## src/bspm_defs.svh

```systemverilog
`ifndef BSPM_DEFS_SVH
`define BSPM_DEFS_SVH
// Host mode strap encodings: {read strobe, write strobe}.
`define BSPM_STRAP_PARALLEL 2'b11
`define BSPM_STRAP_I2C 2'b01
`define BSPM_STRAP_SPI 2'b10
`define BSPM_GPIO_WIDTH 12
`define BSPM_EMEM_WIDTH 8
`define BSPM_GPIO_RESET_OE 12'h000
`endif

```

## src/bspm_pkg.sv

```systemverilog
package bspm_pkg;
  typedef enum logic [2:0] {
    bspm_mode_par_a,
    bspm_mode_par_b,
    bspm_mode_i2c,
    bspm_mode_spi,
    bspm_mode_none
  } bspm_mode_t;
  typedef enum logic [1:0] {
    bspm_st_boot_wait,
    bspm_st_autoboot,
    bspm_st_config,
    bspm_st_run
  } bspm_state_t;
  typedef enum logic [1:0] {
    bspm_gpio_input,
    bspm_gpio_host,
    bspm_gpio_emem,
    bspm_gpio_app
  } bspm_gpio_role_t;
endpackage

```

## src/bspm_boot_strap_pin_mux.sv

```systemverilog
`include "bspm_defs.svh"
`timescale 1ns/1ps
`default_nettype none
// Summary of operation
// - Kickstart is the go command; normal operation starts only on it.
// - Autoboot strap is captured at reset release to choose loading.
// - Strap low in I2C or SPI mode: device reads its code over the 8-bit memory bus.
// - When running, the strap pin is an open-drain message request.
// - Parallel host modes put the host interface on the twelve pins.
// - Serial host modes put the external memory interface on the pins.
// - Serial modes may give the pins to the application instead.
// - External memory is never available in a parallel host mode.
// - Bypass strap low selects PLL clock; high selects direct clock.
// - Without a valid host mode strap the pins leave reset as floating inputs.
// - Strap levels at reset release fix the host mode.
// - In I2C mode the serial data line is driven open drain.
// - Strobes 111 par A, 110 par B, 01x I2C, 10x SPI.
module bspm_boot_strap_pin_mux
  import bspm_pkg::*;
#(
  parameter int GPIO_WIDTH = `BSPM_GPIO_WIDTH,
  parameter int EMEM_WIDTH = `BSPM_EMEM_WIDTH
) (
  input wire logic clock,
  input wire logic rst,
  input wire logic strap_read_n,
  input wire logic strap_write_n,
  input wire logic strap_parallel_sel,
  input wire logic autoboot_strap,
  input wire logic pll_bypass_select,
  input wire logic pll_clock,
  input wire logic direct_ref_clock_input,
  output logic dsp_clock_sel_direct,
  output logic dsp_clock,
  input wire logic autoboot_done,
  input wire logic download_done,
  input wire logic hw_config_done,
  input wire logic kickstart,
  output logic running,
  output logic load_by_host,
  output logic autoboot_active,
  output bspm_mode_t host_mode,
  output bspm_gpio_role_t gpio_role,
  input wire logic app_gpio_enable,
  input wire logic message_pending,
  output logic host_message_request_n_out,
  output logic host_message_request_n_oe,
  input wire logic [EMEM_WIDTH-1:0] emem_addr_data_out,
  input wire logic emem_addr_data_drive,
  output logic [EMEM_WIDTH-1:0] emem_addr_data_in,
  input wire logic [GPIO_WIDTH-1:0] host_if_out,
  input wire logic [GPIO_WIDTH-1:0] host_if_oe,
  output logic [GPIO_WIDTH-1:0] host_if_in,
  input wire logic [GPIO_WIDTH-1:0] app_gpio_out,
  input wire logic [GPIO_WIDTH-1:0] app_gpio_oe,
  output logic [GPIO_WIDTH-1:0] app_gpio_in,
  input wire logic [GPIO_WIDTH-1:0] gpio_in,
  output logic [GPIO_WIDTH-1:0] gpio_out,
  output logic [GPIO_WIDTH-1:0] gpio_oe,
  input wire logic i2c_data_pull_low,
  output logic serial_data_line_out,
  output logic serial_data_line_oe
);
  bspm_state_t state;
  bspm_state_t next_state;
  bspm_mode_t next_host_mode;
  logic captured;
  logic next_captured;
  logic load_host;
  logic next_load_host;
  logic clk_direct;
  logic next_clk_direct;
  logic [GPIO_WIDTH-1:0] next_gpio_out;
  logic [GPIO_WIDTH-1:0] next_gpio_oe;
  logic [EMEM_WIDTH-1:0] next_emem_in;
  logic [GPIO_WIDTH-1:0] next_host_in;
  logic [GPIO_WIDTH-1:0] next_app_in;
  logic serial_mode;

  // Straps are caught on the first clock after reset is released.
  always_comb begin
    next_captured = 1'b1;
    next_host_mode = host_mode;
    next_load_host = load_host;
    next_clk_direct = clk_direct;
    if (!captured) begin
      next_clk_direct = pll_bypass_select;
      unique case ({strap_read_n, strap_write_n})
        `BSPM_STRAP_PARALLEL: next_host_mode = strap_parallel_sel ?
            bspm_mode_par_a : bspm_mode_par_b;
        `BSPM_STRAP_I2C: next_host_mode = bspm_mode_i2c;
        `BSPM_STRAP_SPI: next_host_mode = bspm_mode_spi;
        default: next_host_mode = bspm_mode_none;
      endcase
      // Autoboot needs the memory pins, so only serial modes may take it.
      next_load_host = autoboot_strap ||
          !(next_host_mode inside {bspm_mode_i2c, bspm_mode_spi});
    end
  end

  always_ff @(posedge clock or posedge rst) begin
    if (rst) begin
      captured <= 1'b0;
      host_mode <= bspm_mode_none;
      load_host <= 1'b1;
      clk_direct <= 1'b0;
    end else begin
      captured <= next_captured;
      host_mode <= next_host_mode;
      load_host <= next_load_host;
      clk_direct <= next_clk_direct;
    end
  end

  assign serial_mode = (host_mode == bspm_mode_i2c) ||
                       (host_mode == bspm_mode_spi);

  // Autoboot is honoured only in serial modes since memory needs the pins.
  always_comb begin
    next_state = state;
    unique case (state)
      bspm_st_boot_wait: begin
        if (captured) begin
          if (!load_host && serial_mode) begin
            next_state = bspm_st_autoboot;
          end else if (download_done) begin
            next_state = bspm_st_config;
          end
        end
      end
      bspm_st_autoboot: begin
        if (autoboot_done) begin
          next_state = bspm_st_config;
        end
      end
      bspm_st_config: begin
        if (hw_config_done && kickstart) begin
          next_state = bspm_st_run;
        end
      end
      bspm_st_run: begin
        next_state = bspm_st_run;
      end
    endcase
  end

  always_ff @(posedge clock or posedge rst) begin
    if (rst) begin
      state <= bspm_st_boot_wait;
    end else begin
      state <= next_state;
    end
  end

  assign running = (state == bspm_st_run);
  assign load_by_host = load_host;
  assign autoboot_active = (state == bspm_st_autoboot);
  assign dsp_clock_sel_direct = clk_direct;
  assign dsp_clock = clk_direct ? direct_ref_clock_input : pll_clock;

  // Pin role: host bus in parallel modes, memory or application in serial.
  always_comb begin
    gpio_role = bspm_gpio_input;
    if (captured) begin
      unique case (host_mode)
        bspm_mode_par_a, bspm_mode_par_b: gpio_role = bspm_gpio_host;
        bspm_mode_i2c, bspm_mode_spi: begin
          if (state == bspm_st_run && app_gpio_enable) begin
            gpio_role = bspm_gpio_app;
          end else begin
            gpio_role = bspm_gpio_emem;
          end
        end
        bspm_mode_none: gpio_role = bspm_gpio_input;
      endcase
    end
  end

  always_comb begin
    next_gpio_out = '0;
    next_gpio_oe = `BSPM_GPIO_RESET_OE;
    next_emem_in = '0;
    next_host_in = '0;
    next_app_in = '0;
    unique case (gpio_role)
      bspm_gpio_host: begin
        next_gpio_out = host_if_out;
        next_gpio_oe = host_if_oe;
        next_host_in = gpio_in;
      end
      bspm_gpio_emem: begin
        // Memory bus only reachable here, never in parallel modes.
        next_gpio_out[EMEM_WIDTH-1:0] = emem_addr_data_out;
        next_gpio_oe[EMEM_WIDTH-1:0] = {EMEM_WIDTH{emem_addr_data_drive}};
        next_emem_in = gpio_in[EMEM_WIDTH-1:0];
      end
      bspm_gpio_app: begin
        next_gpio_out = app_gpio_out;
        next_gpio_oe = app_gpio_oe;
        next_app_in = gpio_in;
      end
      bspm_gpio_input: begin
        next_gpio_oe = `BSPM_GPIO_RESET_OE;
      end
    endcase
  end

  always_ff @(posedge clock or posedge rst) begin
    if (rst) begin
      gpio_out <= '0;
      gpio_oe <= `BSPM_GPIO_RESET_OE;
      emem_addr_data_in <= '0;
      host_if_in <= '0;
      app_gpio_in <= '0;
    end else begin
      gpio_out <= next_gpio_out;
      gpio_oe <= next_gpio_oe;
      emem_addr_data_in <= next_emem_in;
      host_if_in <= next_host_in;
      app_gpio_in <= next_app_in;
    end
  end

  // The strap pin turns into the message request only once running.
  bspm_od_pin u_msg_req (
    .pull_low(running && message_pending),
    .pin_out(host_message_request_n_out),
    .pin_oe(host_message_request_n_oe)
  );

  bspm_od_pin u_sda (
    .pull_low((host_mode == bspm_mode_i2c) && i2c_data_pull_low),
    .pin_out(serial_data_line_out),
    .pin_oe(serial_data_line_oe)
  );
endmodule
`default_nettype wire

```

## src/bspm_od_pin.sv

```systemverilog
`timescale 1ns/1ps
`default_nettype none
module bspm_od_pin (
  input wire logic pull_low,
  output logic pin_out,
  output logic pin_oe
);
  // The pin is only ever pulled low or released.
  assign pin_out = 1'b0;
  assign pin_oe = pull_low;
endmodule
`default_nettype wire

```

## config.mk

```make
export PLATFORM = sky130hd
export DESIGN_NAME = bspm_boot_strap_pin_mux
export DESIGN_NICKNAME = d
export VERILOG_FILES = /design/src/bspm_pkg.sv /design/src/bspm_boot_strap_pin_mux.sv /design/src/bspm_od_pin.sv
export VERILOG_INCLUDE_DIRS = /design/src
export SDC_FILE = /design/constraint.sdc
export NUM_CORES = 1
export LEC_CHECK = 0
export ABC_AREA = 1
export BUFFER_PORTS_ARGS = -buffer_cell sky130_fd_sc_hd__buf_2
export CORE_UTILIZATION = 30
export DETAILED_ROUTE_END_ITERATION = 8
export HOLD_SLACK_MARGIN = 0.12
export PLACE_DENSITY = 0.58
export SYNTH_ARGS = -nofsm -noshare
export SYNTH_HDL_FRONTEND = slang
export SYNTH_HIERARCHICAL = 1
export SYNTH_SLANG_ARGS = --single-unit
```

## constraint.sdc

```tcl
create_clock -name clock -period 2.14 [get_ports clock]
set_input_delay 0.107 -clock clock [delete_from_list [all_inputs] [get_ports clock]]
set_output_delay 0.107 -clock clock [all_outputs]
set_load 0.01 [all_outputs]
```

==> run summary <==
# port buffers: 152
Async S/R FF share, synth: 100%
Layout cell share with drive strength beyond 1: 38.7%
# nets final: 578
H-tree Lvls: 3
Worst hold slack: 0.158 ns
Clk_skew: 0.00799 ns
Crit. End Element: flip-flop
Total grt overflow: 0
DR iter-0 viols: 146
Pins Over Slew Limit: 0
Combinational group share of total power: 27.0%
Type of origin of the critical path: flip-flop
Crit-path max FO: 9
Post-synth EDFFs: 0
I/O pin count: 155
Via/cell ratio: 4.54
Drt drc: 0
PwrDens: 730 mW/mm2
Hold Vio Cnt, Final: 0
Sw power: 1.01 mW
First-pass GRT wire length: 11700 um
Die area: 0.00919 mm2
WP data required: 2.37 ns
Dpl cells: 519
Finished Layout Cells: 601
Internal: 2.15 mW
Top post-synthesis cells by area: dfrtp_1 59%, nand4_1 7.6%, nand3_1 6.8%
Reg power frac: 44.6%
Netlist Area Pre-Place: 0.00264 mm2
Met1 Use GR: 19.1%
Clock power frac: 28.4%
TritonCTS Buffers: 9
Die Ht: 95.9 um
Vias in the first global route: 2621
Synth warn: 6
Setup bufs post-CTS: 0
Via count: 2730
Finished Core Util: 51.6%
Switching Share: 31.9%
TritonCTS clock tree: yes
Worst min-delay path class: primary input to flip-flop
Outcome: completed
Synthesized net count: 363
Ant diodes: 0
Critical path arrival: 2.23 ns
Root Driver: clkbuf_8
GP Congestion: 0.748
Wire per inst: 12.9 um
Clock Tree Buf Depth: 2
Core area: 0.00838 mm2
Post-synth top area share: 58.7%
Top_reg_cell synth: dfrtp_1
Die W: 95.9 um
Syn-to-layout area delta: 63.8%
Syn Inst Count: 276
Antenna violations before repair: 0
Post-DP HPWL: 5150 um
Period utilisation layout: 93.6%
Lkg Pwr: 2.48 nW
Max Cap Viol: 0
Fmax: 499 MHz
Synth cell types: 25
Yosys top cell by area: dfrtp_1
Pin count of the biggest net entering global routing: 46
Fill count: 791
Commonest cells after routing, fill and taps aside: 152 x buf_2, 66 x dlygate4sd3_1, 61 x dfrtp_1, 39 x nor2_1, 36 x nand3_1
Max IR drop VDD: 0.000326 V
CTS sink cnt: 64
Routed WL: 7770 um
# setup viols final: 0
Initial Utilization: 31.5%
CTS clock-pin slew for the worst setup and hold paths: 0.08 ns
Power Total: 3.16 mW
Row Count: 33
Most common cell after layout, fill and taps aside: buf_2
Sequential area share after synthesis: 60.7%
Detail Route Antenna Nets: 0
Latest clock arrival within the worst-skew pair: 0.34 ns
Tmin final: 2.00 ns
WS Path Type: flip-flop to flip-flop
Synth Register Bits: 64
Setup TNS: 0 ns
RSZ-0062 raised after global routing: no
Syn Area/Cell: 9.57 um2
Total GRT Usage: 17.2%
Drt pass-1 iters: 4
Met3 Use GR: 4.90%
GRT busiest layer: met2
Global routing usage on met2: 30.1%
[cell usage after synthesis, types with 3 or more instances]
cell type	n
nand2_1	34
inv_2	5
nand2_2	4
o21ai_0	5
nand4_1	32
dfrtp_1	62
inv_1	24
nand3_1	36
conb_1	3
buf_4	5
nor2_1	39
buf_2	8
clkbuf_1	4
[kinds of logic (layout without fill, tap and decap cells)]
logic type | after synthesis | count (layout) | share of synthesized area [%]
simple gates | 152 | 152 | 28.4
flops | 64 | 64 | 60.7
buf+inv | 47 | 267 | 7.77
compound gates | 7 | 7 | 1.33
other cells | 3 | 3 | 0.426
fa+ha+maj | 2 | 2 | 0.947
mux | 1 | 1 | 0.426
[power groups by stage]
stage,registers [mW],clock network [mW],logic [mW]
after floorplan,1.48,0,0.361
after global placement,1.43,0,0.689
after detailed placement,1.43,0,0.702
after CTS,1.41,0.934,0.848
after global routing,1.42,0.979,0.960
final,1.41,0.898,0.854
[flip-flops by register name, summed over array words and instances, names as in the netlist]
signal,count
load_by_host,1
dsp_clock_sel_direct,1
emem_addr_data_in,8
state,2
gpio_oe,12
captured,1
gpio_out,12
host_mode,3
host_if_in,12
app_gpio_in,12
[critical path, stage by stage, from the launching register on]
cell and delay, ns:
dfstp_2 0.62, inv_2 0.08, nand4_4 0.17, inv_4 0.09, nand2_1 0.23, nand3_1 0.13
dlygate4sd3_1 0.57
[stage by stage]
stage / instance area (um2) / setup WS [ns]
global placement: 3480 / 0.619
finish: 4330 / 0.136
global route: 4330 / 0.00975
CTS: 4320 / 0.0308
floorplan: 2640 / 0.438
detailed placement: 3480 / 0.573
[timing repair]
item                                   4_1_cts  5_1_grt
resized for setup                            0        3
endpoints found under the hold margin       79        0
hold buffers                                66        0
setup endpoints to repair                    0        8
[layer usage]
metal	wire length [um]	part of all wire [%]	vias up
li1	-	-	1326
met1	3110	40	1265
met2	3980	51	125
met3	547	7.0	14
met4	133	1.7	0
met5	0	0	-
[final cells by class]
cell class	count	area [um2]	share of cell area, %
inverters	29	111	2.57
clock inverters	7	47.5	1.10
repair buffers	222	1460	33.8
multi-input cells	165	846	19.5
well taps	105	131	3.03
clock buffers	9	124	2.86
flip-flops and latches	64	1610	37.1
[worst paths after layout]
| kind | from | depth (start not counted) | slack [ns] | end |
|---|---|---|---|---|
| worst max-delay path | host_mode[2] | 6 | 0.14 | gpio_oe[5] |
| worst min register to register | dsp_clock_sel_direct | 2 | 0.52 | dsp_clock_sel_direct |
| max in group asynchronous | rst | 4 | 1.22 | gpio_out[11] |
| worst max register to register | host_mode[2] | 6 | 0.14 | gpio_oe[5] |
| worst min-delay path | kickstart | 5 | 0.16 | state[1] |
| min in group asynchronous | rst | 3 | 0.33 | gpio_oe[1] |
(Power assumes the default switching activity.)
